--- src/alert_params.svh ---
`ifndef ALERT_PARAMS_SVH
`define ALERT_PARAMS_SVH

// ==========================================================================
// Register offsets (byte addresses on the AHB-Lite slave)
`define OFS_CTRL 8'h00
`define OFS_WLAT 8'h04
`define OFS_WREC 8'h08
`define OFS_STAT 8'h0c
`define OFS_IEN 8'h10
`define OFS_ICLR 8'h14
`define OFS_STATE 8'h18

// ==========================================================================
// Control register fields and reset values
`define CTL_PAR_EN 0
`define CTL_CRC_EN 1
`define CTL_FAST 2
`define CTL_BC4_FIXED 3
`define CTL_DLL_LOCK 4
`define CTL_RST 5'h00
`define WLAT_RST 8'h09
`define WREC_RST 8'h0c

// ==========================================================================
// Event bits shared by status, enable and clear registers
`define EV_PAR 0
`define EV_CRC 1
`define EV_WR_START 2
`define EV_UNLOCKED_RD 3

// ==========================================================================
// Timing, in nanoseconds, in ref_clk cycles and in link clock cycles
`define CLK_NS 4
`define PAR_ON_MAX_NS 6
`define PAR_ON_CYC (`PAR_ON_MAX_NS / `CLK_NS)
`define CRC_ON_MAX_NS 13
`define CRC_ON_CYC (`CRC_ON_MAX_NS / `CLK_NS)
`define PAR_PW_SLOW 10'd72
`define PAR_PW_SLOW_MAX 10'd144
`define PAR_PW_FAST 10'd80
`define PAR_PW_FAST_MAX 10'd160
`define CRC_PW_MIN 10'd6
`define CRC_PW_MAX 10'd10
`define WR_START_BL8 10'd4
`define WR_START_BC4 10'd2
`define WRA_EXTRA 10'd1
`define ROW_BUSY_CK 10'd16

`endif

--- src/alert_pkg.sv ---
package alert_pkg;

  // ========================================================================
  // Pins from the memory controller, all outside the ref_clk domain.
  typedef struct packed {
    logic ck;
    logic cke;
    logic cs_n;
    logic act_n;
    logic ras_n;
    logic cas_n;
    logic we_n;
    logic ap;
    logic bc_n;
    logic par;
    logic crc_err;
  } pins_t;

  // ========================================================================
  // Decoded command of one link clock edge.
  typedef enum logic [2:0] {
    CMD_DES,
    CMD_ACT,
    CMD_RD,
    CMD_WR,
    CMD_PRE,
    CMD_REF,
    CMD_OTHER
  } cmd_t;

endpackage : alert_pkg

--- src/pin_sync.sv ---
`timescale 1ns/1ns

module pin_sync (
  input wire logic ref_clk,
  input wire logic rst_n,
  input wire alert_pkg::pins_t pins,
  output alert_pkg::pins_t pins_sync
);
  import alert_pkg::*;

  // ========================================================================
  // Two-stage synchroniser; the first stage feeds only the second.
  typedef struct packed {
    pins_t s1_r;
    pins_t s2_r;
  } sync_t;

  sync_t s;
  sync_t s_nxt;

  always_comb begin
    s_nxt = s;
    s_nxt.s1_r = pins;
    s_nxt.s2_r = s.s1_r;
  end

  always_ff @(posedge ref_clk or negedge rst_n) begin
    if (!rst_n) begin
      s <= '0;
    end else begin
      s <= s_nxt;
    end
  end

  assign pins_sync = s.s2_r;

endmodule : pin_sync

--- src/alert_ctrl.sv ---
`timescale 1ns/1ns
`include "alert_params.svh"

module alert_ctrl (
  input wire logic ref_clk,
  input wire logic rst_n,
  input wire alert_pkg::pins_t pins,
  input wire logic hsel,
  input wire logic [7:0] haddr,
  input wire logic [1:0] htrans,
  input wire logic hwrite,
  input wire logic [2:0] hsize,
  input wire logic [31:0] hwdata,
  input wire logic hready,
  output logic [31:0] hrdata,
  output logic hreadyout,
  output logic hresp,
  output logic alert_out,
  output logic alert_oen,
  output logic wr_start,
  output logic pwr_down,
  output logic irq
);
  import alert_pkg::*;

  // ========================================================================
  // State
  typedef struct packed {
    logic ck_r;
    logic cke_r;
    logic crc_r;
    logic [4:0] ctrl_r;
    logic [7:0] wlat_r;
    logic [7:0] wrec_r;
    logic [3:0] stat_r;
    logic [3:0] ien_r;
    logic [9:0] par_cnt_r;
    logic [9:0] crc_cnt_r;
    logic [9:0] wr_cnt_r;
    logic [9:0] busy_cnt_r;
    logic alert_out_r;
    logic alert_oen_r;
    logic wr_start_r;
    logic pwr_down_r;
    logic irq_r;
    logic a_wr_r;
    logic [7:0] a_addr_r;
    logic [31:0] hrdata_r;
    logic hreadyout_r;
    logic hresp_r;
  } st_t;

  st_t s;
  st_t s_nxt;
  pins_t p;

  logic ck_rise;
  logic crc_rise;
  logic par_bad;
  logic par_det;
  logic accept;
  cmd_t cmd;
  logic [9:0] wr_off;
  logic [3:0] ev;

  pin_sync u_sync (
    .ref_clk(ref_clk),
    .rst_n(rst_n),
    .pins(pins),
    .pins_sync(p)
  );

  function automatic cmd_t decode(input pins_t q);
    cmd_t c;
    c = CMD_OTHER;
    if (q.cs_n) begin
      c = CMD_DES;
    end else if (!q.act_n) begin
      c = CMD_ACT;
    end else begin
      case ({q.ras_n, q.cas_n, q.we_n})
        3'b101: c = CMD_RD;
        3'b100: c = CMD_WR;
        3'b010: c = CMD_PRE;
        3'b001: c = CMD_REF;
        default: c = CMD_OTHER;
      endcase
    end
    return c;
  endfunction : decode

  function automatic logic [31:0] read_mux(input st_t q, input logic [7:0] a);
    logic [31:0] d;
    d = 32'h0000_0000;
    case (a)
      `OFS_CTRL: d = {27'h000_0000, q.ctrl_r};
      `OFS_WLAT: d = {24'h00_0000, q.wlat_r};
      `OFS_WREC: d = {24'h00_0000, q.wrec_r};
      `OFS_STAT: d = {28'h000_0000, q.stat_r};
      `OFS_IEN: d = {28'h000_0000, q.ien_r};
      `OFS_STATE: d = {28'h000_0000, q.pwr_down_r, !q.alert_oen_r,
                       q.busy_cnt_r != 10'h000, q.wr_cnt_r != 10'h000};
      default: d = 32'h0000_0000;
    endcase
    return d;
  endfunction : read_mux

  // ========================================================================
  // Link sampling and command decode
  always_comb begin
    ck_rise = p.ck && !s.ck_r;
    crc_rise = p.crc_err && !s.crc_r && s.ctrl_r[`CTL_CRC_EN];
    cmd = decode(p);
    par_bad = ^{p.act_n, p.ras_n, p.cas_n, p.we_n, p.ap, p.bc_n, p.par};
    par_det = ck_rise && !p.cs_n && s.ctrl_r[`CTL_PAR_EN] && par_bad
              && s.par_cnt_r == 10'h000;
    // Commands inside the parity alert window are dropped, so the controller has
    // to replay everything it issued around the errant command.
    accept = ck_rise && cmd != CMD_DES && !par_det
             && s.par_cnt_r == 10'h000;
    // Only the fixed chop mode moves the start point two edges earlier.
    wr_off = s.ctrl_r[`CTL_BC4_FIXED] ? `WR_START_BC4 : `WR_START_BL8;
  end

  // ========================================================================
  // Next state
  always_comb begin
    s_nxt = s;
    ev = 4'h0;
    s_nxt.ck_r = p.ck;
    s_nxt.crc_r = p.crc_err;
    s_nxt.wr_start_r = 1'b0;
    if (ck_rise) begin
      s_nxt.cke_r = p.cke;
    end

    // Parity alert: starts on the detecting cycle, one extra edge of margin
    // keeps the low time above the minimum despite sampling skew.
    if (par_det) begin
      s_nxt.par_cnt_r = (s.ctrl_r[`CTL_FAST] ? `PAR_PW_FAST
                                             : `PAR_PW_SLOW) + 10'd1;
      ev[`EV_PAR] = 1'b1;
    end else if (ck_rise && s.par_cnt_r != 10'h000) begin
      s_nxt.par_cnt_r = s.par_cnt_r - 10'd1;
    end

    // A new CRC error restarts the pulse rather than stretching it.
    if (crc_rise) begin
      s_nxt.crc_cnt_r = `CRC_PW_MIN + 10'd1;
      ev[`EV_CRC] = 1'b1;
    end else if (ck_rise && s.crc_cnt_r != 10'h000) begin
      s_nxt.crc_cnt_r = s.crc_cnt_r - 10'd1;
    end

    // Only one write is tracked; a later write replaces an earlier one.
    if (accept && cmd == CMD_WR) begin
      s_nxt.wr_cnt_r = {2'b00, s.wlat_r} + wr_off;
    end else if (ck_rise && s.wr_cnt_r != 10'h000) begin
      s_nxt.wr_cnt_r = s.wr_cnt_r - 10'd1;
      if (s.wr_cnt_r == 10'd1) begin
        s_nxt.wr_start_r = 1'b1;
        ev[`EV_WR_START] = 1'b1;
      end
    end

    if (accept && cmd == CMD_WR && p.ap) begin
      s_nxt.busy_cnt_r = {2'b00, s.wlat_r} + wr_off
                         + {2'b00, s.wrec_r} + `WRA_EXTRA;
    end else if (accept && (cmd == CMD_ACT || cmd == CMD_PRE
                 || cmd == CMD_REF || (cmd == CMD_RD && p.ap))) begin
      s_nxt.busy_cnt_r = `ROW_BUSY_CK;
    end else if (ck_rise && s.busy_cnt_r != 10'h000) begin
      s_nxt.busy_cnt_r = s.busy_cnt_r - 10'd1;
    end

    if (accept && cmd == CMD_RD && !s.ctrl_r[`CTL_DLL_LOCK]) begin
      ev[`EV_UNLOCKED_RD] = 1'b1;
    end

    // Clock enable low is taken at once; power-down waits for idle.
    s_nxt.pwr_down_r = !s_nxt.cke_r
                       && s_nxt.busy_cnt_r == 10'h000;

    // The pin is open drain: pull low by enabling, release otherwise.
    s_nxt.alert_out_r = 1'b0;
    s_nxt.alert_oen_r = s_nxt.par_cnt_r == 10'h000
                        && s_nxt.crc_cnt_r == 10'h000;

    // ======================================================================
    // AHB-Lite slave: zero wait states, always OKAY
    s_nxt.hreadyout_r = 1'b1;
    s_nxt.hresp_r = 1'b0;
    s_nxt.a_wr_r = 1'b0;
    if (s.a_wr_r) begin
      case (s.a_addr_r)
        `OFS_CTRL: s_nxt.ctrl_r = hwdata[4:0];
        `OFS_WLAT: s_nxt.wlat_r = hwdata[7:0];
        `OFS_WREC: s_nxt.wrec_r = hwdata[7:0];
        `OFS_IEN: s_nxt.ien_r = hwdata[3:0];
        `OFS_ICLR: s_nxt.stat_r = s.stat_r & ~hwdata[3:0];
        default: s_nxt.ctrl_r = s.ctrl_r;
      endcase
    end
    // Events win over a clear landing in the same cycle.
    s_nxt.stat_r = s_nxt.stat_r | ev;
    s_nxt.irq_r = |(s_nxt.stat_r & s_nxt.ien_r);
    if (hsel && htrans[1] && hready) begin
      s_nxt.a_wr_r = hwrite;
      s_nxt.a_addr_r = haddr;
      if (!hwrite) begin
        s_nxt.hrdata_r = read_mux(s, haddr);
      end
    end
  end

  always_ff @(posedge ref_clk or negedge rst_n) begin
    if (!rst_n) begin
      s <= '0;
      s.ctrl_r <= `CTL_RST;
      s.wlat_r <= `WLAT_RST;
      s.wrec_r <= `WREC_RST;
      s.alert_oen_r <= 1'b1;
      s.hreadyout_r <= 1'b1;
    end else begin
      s <= s_nxt;
    end
  end

  assign hrdata = s.hrdata_r;
  assign hreadyout = s.hreadyout_r;
  assign hresp = s.hresp_r;
  assign alert_out = s.alert_out_r;
  assign alert_oen = s.alert_oen_r;
  assign wr_start = s.wr_start_r;
  assign pwr_down = s.pwr_down_r;
  assign irq = s.irq_r;

  // ========================================================================
  // Checks
  localparam int PAR_ON = `PAR_ON_CYC;
  localparam int CRC_ON = `CRC_ON_CYC;
  logic [9:0] par_len;
  logic [9:0] crc_len;
  logic [9:0] wr_len;
  logic [9:0] wr_exp;

  always_ff @(posedge ref_clk or negedge rst_n) begin
    if (!rst_n) begin
      par_len <= 10'h000;
      crc_len <= 10'h000;
      wr_len <= 10'h000;
      wr_exp <= 10'h000;
    end else begin
      if (par_det) begin
        par_len <= 10'h000;
      end else if (ck_rise && s.par_cnt_r != 10'h000) begin
        par_len <= par_len + 10'd1;
      end
      if (crc_rise) begin
        crc_len <= 10'h000;
      end else if (ck_rise && s.crc_cnt_r != 10'h000) begin
        crc_len <= crc_len + 10'd1;
      end
      if (accept && cmd == CMD_WR) begin
        wr_len <= 10'h000;
        wr_exp <= {2'b00, s.wlat_r} + wr_off;
      end else if (ck_rise && s.wr_cnt_r != 10'h000) begin
        wr_len <= wr_len + 10'd1;
      end
    end
  end
endmodule : alert_ctrl

--- config.mk ---
export PLATFORM = sky130hd
export DESIGN_NAME = alert_ctrl
export DESIGN_NICKNAME = d
export VERILOG_FILES = /design/src/alert_pkg.sv /design/src/pin_sync.sv /design/src/alert_ctrl.sv
export VERILOG_INCLUDE_DIRS = /design/src
export SDC_FILE = /design/constraint.sdc
export NUM_CORES = 1
export LEC_CHECK = 0
export BUFFER_PORTS_ARGS = -buffer_cell sky130_fd_sc_hd__buf_2
export CORE_MARGIN = 2
export CORE_UTILIZATION = 55
export CTS_BUF_LIST = sky130_fd_sc_hd__clkbuf_16
export CTS_CLUSTER_DIAMETER = 80
export DETAILED_ROUTE_END_ITERATION = 10
export PLACE_DENSITY = 0.8
export RECOVER_POWER = 25
export REMOVE_ABC_BUFFERS = 1
export SKIP_CTS_REPAIR_TIMING = 1
export SLEW_MARGIN = 0
export SYNTH_ARGS = -nofsm -noshare
export SYNTH_HDL_FRONTEND = slang
export SYNTH_SLANG_ARGS = --single-unit
export TNS_END_PERCENT = 50
--- constraint.sdc ---
create_clock -name ref_clk -period 3.3 [get_ports ref_clk]
set_clock_uncertainty 0.05 [all_clocks]
set_input_delay 0.66 -clock ref_clk [delete_from_list [all_inputs] [get_ports ref_clk]]
set_output_delay 0.66 -clock ref_clk [all_outputs]
set_load 0.02 [all_outputs]
==> flow_summary.toml, run 1 <==
[clock_network]
cts_tree = "built"
insertion_delay_ns = 0.42
clk_path_buf_depth = 2
clk_pin_slew_ns = 0.05
cts.sinks = 115
root_buffer = "clkbuf_16"
htreeDepth = 4
cts-buffers-inserted = 17

[outcome]
status = "finished, violations left"
violations = "max-capacitance violations, max-slew violations"

[synth]
synth_simple_gate_area_frac = 0.160
yosys.area_share.adder = 0.0398
synth_flop_cell = "dfrtp_1"
async_reset_ff_frac = 1.00
synthCells = 559
synth_cell_types = 65
ys_ff_latch = 115
synth_edf_count = 0
synth-xor-area-share = 0.0685
yosysSeqAreaShare = 0.477
synth.avg_cell_area_um2 = 10.8
yosys_warnings = 0
synth-compound-area-share = 0.112
synth_top_family_by_area = "simple AND/OR/NAND/NOR gates"
synth_mux_area_frac = 0.0762
synth.cell_area_mm2 = 0.00604

[global_routing]
grt_usage = 0.241
grt_overflow = 0
grt_pass1_vias = 4474
grt_max_degree = 61
grt_pass1_wl_um = 21600
grt_antenna_before_repair = 0

[placed_design]
gp_congestion = 0.882
port_buffers = 44
dp_cells = 733
dp_hpwl_um = 9190
placed_area_mm2 = 0.00631

[timing]
slew_headroom = -0.0596
timing.hold.ws_ns = 0.295
hold_viol_final = 0
rsz0062_at_grt = "false"
setup_tns_ns = 0
setup_viol = 0
finalCritPeriodShare = 0.953
tightest_slew_ns = 1.59
fmax_mhz = 318
fin_crit_ns = 3.15
slew_violations = 60

[final_layout]
multi_input_area_mm2 = 0.00290
stdcell_count = 765
fillers = 793
seq_area_mm2 = 0.00288
final_nets = 691
diodes = 0
drive_gt1_frac = 0.234
final_cell_area_mm2 = 0.00691
area_growth_pct = 14.4

[floorplan]
start_util = 0.560
die_h_um = 109
rows = 38
die_x_um = 109
core-area_mm2 = 0.0108
dieArea_mm2 = 0.0118
io_pins = 100

[pwr]
irDropWorstVdd_uv = 469
p_total_w = 0.00512
powerDensity_mw_per_mm2 = 740
power.leakage_nw = 3.12

[detailed_routing]
dr.pass1.iters = 5
drc = 0
routed_wl_um = 13200
num_vias = 4446
drt-wirelength-per-cell_um = 17.2
first_iter_violations = 369
ant_nets = 0
vias_per_cell = 5.81

[worst_setup_path]
slowest_stage = "fa_1"
start_kind = "flip-flop"
critPathKind = "reg -> reg"
cp_top_family = "adder cells"
arrival_ns = 3.42
end_kind = "flip-flop"
slowest_delay_ns = 0.56
cp_num_buf_inv = 2
worstPathCellList = "ha_1 > inv_1 > fa_1 > inv_1 > ha_1 > nor2b_2 > o31a_1 > o21ai_2 > a21oi_1 > a31o_2 > nand4b_1 > nor3_2"
required_ns = 3.58
cp_max_fo = 4

[worst_hold_path]
min_path_type = "reg -> reg"

[flow_run]
drv_cap = 1
==> logic make-up after synthesis <==
family          Yosys count
other cells               2
flops                   115
fa+ha+maj                18
compound gates           94
mux                      37
simple gates            182
buf+inv                  67
xor+xnor                 44
==> layout make-up <==
class	count	area share
tap	140	0.0253
sequential	115	0.417
multi-input combinational	402	0.419
clock inverter	15	0.0210
timing repair buffer	53	0.0434
clock buffer	17	0.0615
inverter	23	0.0125
==> synth_stat cells (all sizes together) (5+ instances only) <==
library cell  instances  area [µm²]
o21ai                20         100
buf                  38         284
nor2b                 8        50.1
nand3                10        60.1
xnor2                28         245
nor4                 12        75.1
a21o                  5        37.5
or4                   6        48.8
xor2                 14         123
a21oi                16        80.1
nor3b                 6        45.0
a22o                  6        52.6
inv                  23        86.3
a221o                 5        50.1
ha                   16         200
mux2                 32         360
or3                   8        55.1
dfrtp               110        2750
o31ai                 9        67.6
dfstp                 5         131
nor3                 17         106
nor2                 46         173
o22ai                 5        31.3
nand2                45         169
clkbuf                6        22.5
==> where the power goes <==
| group | leakage (nW) | switching (W) | internal [W] |
|---|---|---|---|
| clock | 0.287 | 0.000658 | 0.00110 |
| combinational | 1.43 | 0.000727 | 0.000588 |
| sequential | 1.41 | 0.000322 | 0.00172 |
==> routing by layer <==
| metal | part of all wire | GRT usage | vias to the layer above |
|---|---|---|---|
| met1 | 0.43 | 0.317 | 2222 |
| met5 | 0 | 0 | - |
| met3 | 0.048 | 0.0622 | 29 |
| met4 | 0.026 | 0.113 | 0 |
| li1 | - | - | 2040 |
| met2 | 0.49 | 0.375 | 155 |
==> placed cells by master, fill, tap and decap left out, types with 4 or more instances in the layout <==
cell type,count
dfrtp_1,110
nor2_1,46
nand2_1,45
buf_2,43
mux2_2,32
xnor2_1,27
conb_1,27
inv_1,26
o21ai_0,19
clkbuf_16,17
ha_1,15
xor2_1,14
nor3_1,14
a21oi_1,14
nor4_1,12
o31ai_1,9
nand3_1,8
buf_4,8
nor2b_1,7
or3_1,7
nor3b_1,6
a22o_1,6
a21o_1,5
o22ai_1,5
or4_1,5
a221o_1,5
dfstp_2,5
o21a_1,4
nand2b_1,4
nand4_1,4
mux4_2,4
clkinv_4,4
==> worst paths after layout <==
kind	slack, ns	from	depth (start not counted)	to
setup / recovery	0.15	s[115]$_DFFE_PN0P_	12	pwr_down$_DFF_PN0_
hold / removal	0.29	u_sync.s[16]$_DFF_PN0_	0	u_sync.pins_sync[5]$_DFF_PN0_
setup reg to reg	0.15	s[115]$_DFFE_PN0P_	12	pwr_down$_DFF_PN0_
hold reg to reg	0.29	u_sync.s[16]$_DFF_PN0_	0	u_sync.pins_sync[5]$_DFF_PN0_
max in group asynchronous	1.55	rst_n	2	s[104]$_DFFE_PN1P_
min in group asynchronous	0.59	rst_n	1	s[57]$_DFF_PN0_
==> metrics by stage <==
stage,setup slack [ns],util
CTS,0.0187,0.637
global route,0.00501,0.641
finish,0.155,0.641
detailed placement,0.156,0.585
floorplan,0.312,-
global placement,0.256,0.585
==> state kept, by name, indices dropped and copies added, names as in the netlist <==
register / cells
pwr_down: 1
hrdata: 8
u_sync.pins_sync: 11
u_sync.s: 11
alert_oen: 1
wr_start: 1
irq: 1
s: 81
Note: power is estimated with default switching activity, not from simulation.
==> run 2, diff against run 1 <==
--- a/config.mk
+++ b/config.mk
@@ -7,7 +7,6 @@
 export NUM_CORES = 1
 export LEC_CHECK = 0
 export BUFFER_PORTS_ARGS = -buffer_cell sky130_fd_sc_hd__buf_2
-export CORE_MARGIN = 2
 export CORE_UTILIZATION = 55
 export CTS_BUF_LIST = sky130_fd_sc_hd__clkbuf_16
 export CTS_CLUSTER_DIAMETER = 80
==> constraint.sdc (replaced) <==
create_clock -name ref_clk -period 3.55 [get_ports ref_clk]
set_clock_uncertainty 0.05 [all_clocks]
set_input_delay 0.71 -clock ref_clk [delete_from_list [all_inputs] [get_ports ref_clk]]
set_output_delay 0.71 -clock ref_clk [all_outputs]
set_load 0.02 [all_outputs]
==> flow_summary.toml, run 2 (synthesis results as in run 1) <==
[global_routing]
grt_usage = 0.242
grt_max_degree = 74
grt_pass1_wl_um = 21100
grt_overflow = 0
grt_pass1_vias = 4393
grt_antenna_before_repair = 0

[timing]
slew_violations = 43
setup_viol = 0
rsz0062_at_grt = "false"
fmax_mhz = 315
finalCritPeriodShare = 0.895
setup_tns_ns = 0
fin_crit_ns = 3.18
hold_viol_final = 0
slew_headroom = -0.502
tightest_slew_ns = 2.25

[detailed_routing]
dr.pass1.iters = 5
drc = 0
vias_per_cell = 5.79
routed_wl_um = 12600
first_iter_violations = 309
num_vias = 4387
drt-wirelength-per-cell_um = 16.6
ant_nets = 0

[final_layout]
top_register = "s"
final_nets = 688
final_common_cell = "dfrtp_1"
drive_gt1_frac = 0.222
diodes = 0
largest_register_ffs = 81
mostFrequentLayoutCells = "dfrtp_1, nor2_1, nand2_1"
area_growth_pct = 13.3

[floorplan]
die_h_um = 107
dieArea_mm2 = 0.0114
rows = 37
io_pins = 100
start_util = 0.575
die_x_um = 107
core-area_mm2 = 0.0105

[placed_design]
port_buffers = 44
dp_hpwl_um = 9050
gp_congestion = 0.841

[pwr]
irDropWorstVdd_uv = 446
p_total_w = 0.00469
powerDensity_mw_per_mm2 = 685
power.leakage_nw = 3.08

[worst_setup_path]
required_ns = 3.80
start_kind = "flip-flop"
arrival_ns = 3.42
end_kind = "flip-flop"
critPathKind = "reg -> reg"
critPathLaunch = "s[115]$_DFFE_PN0P_"
crit-reg2reg-launch = "s[115]$_DFFE_PN0P_"
cp_max_fo = 4

[worst_hold_path]
min_from = "u_sync.s[16]$_DFF_PN0_"
min_path_type = "reg -> reg"

[clock_network]
clk_path_buf_depth = 2
root_buffer = "clkbuf_16"
insertion_delay_ns = 0.42
htreeDepth = 4
cts-buffers-inserted = 17
cts.sinks = 115
cts_tree = "built"
clk_pin_slew_ns = 0.06

[outcome]
violations = "max-capacitance violations, max-slew violations"
status = "finished, violations left"

[flow_run]
drv_cap = 1
[run 2: critical path: stages (launching register included)]
cell	delay, ns
dfrtp_1	0.43
ha_1	0.20
inv_1	0.06
fa_1	0.42
or2_2	0.33
xnor2_1	0.16
ha_1	0.33
o21ai_0	0.12
a21boi_0	0.27
o21a_1	0.18
nor2_1	0.08
a221oi_1	0.38
nor3_2	0.06
[run 2: through the flow]
step	util	setup WS (ns)	hold WS (ns)	cell area, µm²	instances
after floorplan	-	0.562	0.281	5830	540
after CTS	0.652	0.399	0.248	6850	758
final	0.652	0.374	0.291	6850	758
after global placement	0.598	0.491	0.281	6280	726
after global routing	0.652	0.158	0.306	6850	758
after detailed placement	0.598	0.440	0.286	6280	726
[run 2: layout make-up]
cell class                      instances  area, µm²
Fill cell                             753       3660
Sequential cell                       115       2880
Multi-Input combinational cell        402       2860
Clock buffer                           17        425
Timing Repair Buffer                   50        277
Tap cell                              136        170
Clock inverter                         15        146
Inverter                               23       86.3
[run 2: final timing paths]
check | end | slack, ns | depth (start not counted)
max reg2reg | pwr_down$_DFF_PN0_ | 0.37 | 12
min | u_sync.pins_sync[5]$_DFF_PN0_ | 0.29 | 0
min reg2reg | u_sync.pins_sync[5]$_DFF_PN0_ | 0.29 | 0
max | pwr_down$_DFF_PN0_ | 0.37 | 12
min in group asynchronous | s[118]$_DFF_PN0_ | 0.91 | 1
max in group asynchronous | u_sync.s[15]$_DFF_PN0_ | 1.25 | 1
[run 2: where the power goes]
| group | switching [W] | total, W | internal [W] |
|---|---|---|---|
| clock network | 0.000655 | 0.00163 | 0.000978 |
| logic | 0.000639 | 0.00116 | 0.000523 |
| registers | 0.000298 | 0.00190 | 0.00160 |
| total | 0.00159 | 0.00469 | 0.00310 |
[run 2: per-layer routing]
| metal | vias up | global-route usage | part of all wire |
|---|---|---|---|
| met4 | 0 | 0.101 | 0.020 |
| met2 | 136 | 0.388 | 0.49 |
| li1 | 2051 | - | - |
| met3 | 28 | 0.0553 | 0.045 |
| met1 | 2172 | 0.317 | 0.44 |
| met5 | - | 0 | 0 |
==> run 3, diff against run 2 <==
--- a/config.mk
+++ b/config.mk
@@ -6,12 +6,12 @@
 export SDC_FILE = /design/constraint.sdc
 export NUM_CORES = 1
 export LEC_CHECK = 0
-export BUFFER_PORTS_ARGS = -buffer_cell sky130_fd_sc_hd__buf_2
 export CORE_UTILIZATION = 55
 export CTS_BUF_LIST = sky130_fd_sc_hd__clkbuf_16
 export CTS_CLUSTER_DIAMETER = 80
 export DETAILED_ROUTE_END_ITERATION = 10
-export PLACE_DENSITY = 0.8
+export DONT_BUFFER_PORTS = 1
+export PLACE_DENSITY = 0.72
 export RECOVER_POWER = 25
 export REMOVE_ABC_BUFFERS = 1
 export SKIP_CTS_REPAIR_TIMING = 1
==> flow_summary.toml, run 3 (synthesis results as in run 1) <==
[timing]
rsz0062_at_grt = "false"
tightest_slew_ns = 2.68
hold_viol_final = 0
fin_crit_ns = 3.10
slew_violations = 111
setup_viol = 0
finalCritPeriodShare = 0.874
slew_headroom = -0.788
fmax_mhz = 322
setup_tns_ns = 0

[floorplan]
die_h_um = 107
dieArea_mm2 = 0.0114
die_x_um = 107
io_pins = 100
core-area_mm2 = 0.0105
rows = 37
start_util = 0.575

[pwr]
power.leakage_nw = 2.91
internal_power_w = 0.00320
powerDensity_mw_per_mm2 = 706
irDropWorstVdd_uv = 511
pwr-share-clk = 0.354
netSwitchingPower_w = 0.00149
pwr-share-comb = 0.242
seqPwrFrac = 0.404
power_switching_share = 0.317

[global_routing]
grt_antenna_before_repair = 0
grt_pass1_wl_um = 20100
grt_pass1_vias = 4081
grt_overflow = 0
grt_max_degree = 116
grt_usage = 0.235

[final_layout]
diodes = 0
drive_gt1_frac = 0.155
area_growth_pct = 9.71
mostFrequentLayoutCells = "dfrtp_1, nor2_1, nand2_1"
largest_register_ffs = 81
final_cell_area_mm2 = 0.00663
top_register = "s"
final_nets = 645
final_common_cell = "dfrtp_1"
fin_util = 0.631

[detailed_routing]
drc = 0
num_vias = 4186
routed_wl_um = 12500
ant_nets = 0
dr.pass1.iters = 4
first_iter_violations = 307
drt-wirelength-per-cell_um = 17.5
vias_per_cell = 5.85

[worst_setup_path]
start_kind = "flip-flop"
worstPathCellList = "ha_1 > inv_1 > fa_1 > or2_2 > xnor2_1 > ha_1 > o21ai_0 > a21boi_0 > a21oi_1 > a31o_2 > nand4b_1 > nor3_2"
crit-reg2reg-launch = "s[115]$_DFFE_PN0P_"
critical_path_depth = 12
end_kind = "flip-flop"
critPathKind = "reg -> reg"
slowest_stage = "dfrtp_1"
cp_max_fo = 4
cp_num_buf_inv = 1
cp_top_family = "adder cells"
crit_top_cell = "ha_1"
slowest_delay_ns = 0.41
r2r_slack_ns = 0.45
endpoint = "pwr_down$_DFF_PN0_"
arrival_ns = 3.38
r2r-end = "pwr_down$_DFF_PN0_"
required_ns = 3.83
reg2reg_depth = 12
critPathLaunch = "s[115]$_DFFE_PN0P_"

[placed_design]
placed_area_mm2 = 0.00605
port_buffers = 0
dp_hpwl_um = 8730
gp_congestion = 0.827

[flow_run]
drv_cap = 1

[clock_network]
clk_path_buf_depth = 2
root_buffer = "clkbuf_16"
cts.sinks = 115
insertion_delay_ns = 0.41
clk_pin_slew_ns = 0.05
cts_tree = "built"
cts-buffers-inserted = 17
htreeDepth = 4

[outcome]
violations = "max-capacitance violations, max-slew violations"
status = "finished, violations left"

[worst_hold_path]
min_path_type = "in -> async"
## run 3: cell types whose count changed in the layout (fill, tap and decap cells not counted), moves of 2 or more
cell,delta
clkinv_1,+2
buf_2,-43
bufinv_16,+2
inv_6,-6
inv_1,+4
## run 3: area by class of cell
class	instances	area (µm²)
timing repair buffer	7	50.0
sequential	115	2880
clock buffer	17	425
multi-input combinational	402	2860
clock inverter	15	154
inverter	23	86.3
fill	800	3880
tap	136	170
## run 3: metal layers
layer,routed length [µm],global-route usage
met1,5760,0.317
met2,5990,0.360
met3,627,0.0711
met4,162,0.0841
met5,0,0
## run 3: worst min-delay path by stage
| stage | from | end |
|---|---|---|
| 3_3_place_gp | u_sync.s[15]$_DFF_PN0_ | u_sync.pins_sync[4]$_DFF_PN0_ |
| 4_1_cts | rst_n | s[65]$_DFFE_PN0P_ |
| 3_5_place_dp | u_sync.s[17]$_DFF_PN0_ | u_sync.pins_sync[6]$_DFF_PN0_ |
| 2_1_floorplan | u_sync.s[11]$_DFF_PN0_ | u_sync.pins_sync[0]$_DFF_PN0_ |
| 5_1_grt | rst_n | s[107]$_DFFE_PN1P_ |
| 6_report | rst_n | s[107]$_DFFE_PN1P_ |
## run 3: power by group through the flow
stage | clock (W) | sequential (W) | combinational, W
detailed placement | 0 | 0.00190 | 0.00109
global route | 0.00175 | 0.00193 | 0.00128
CTS | 0.00169 | 0.00189 | 0.00111
finish | 0.00166 | 0.00189 | 0.00113
floorplan | 0 | 0.00183 | 0.000902
global placement | 0 | 0.00188 | 0.00105
## run 3: metrics by stage
step / worst slack [ns] / hold WS (ns) / std cells / power [W]
after floorplan: 0.562 / 0.281 / 540 / 0.00274
after global placement: 0.485 / 0.282 / 682 / 0.00294
after detailed placement: 0.469 / 0.285 / 682 / 0.00299
after CTS: 0.446 / -0.0696 / 714 / 0.00468
after global routing: 0.144 / 0.0703 / 715 / 0.00495
final: 0.448 / 0.0935 / 715 / 0.00468
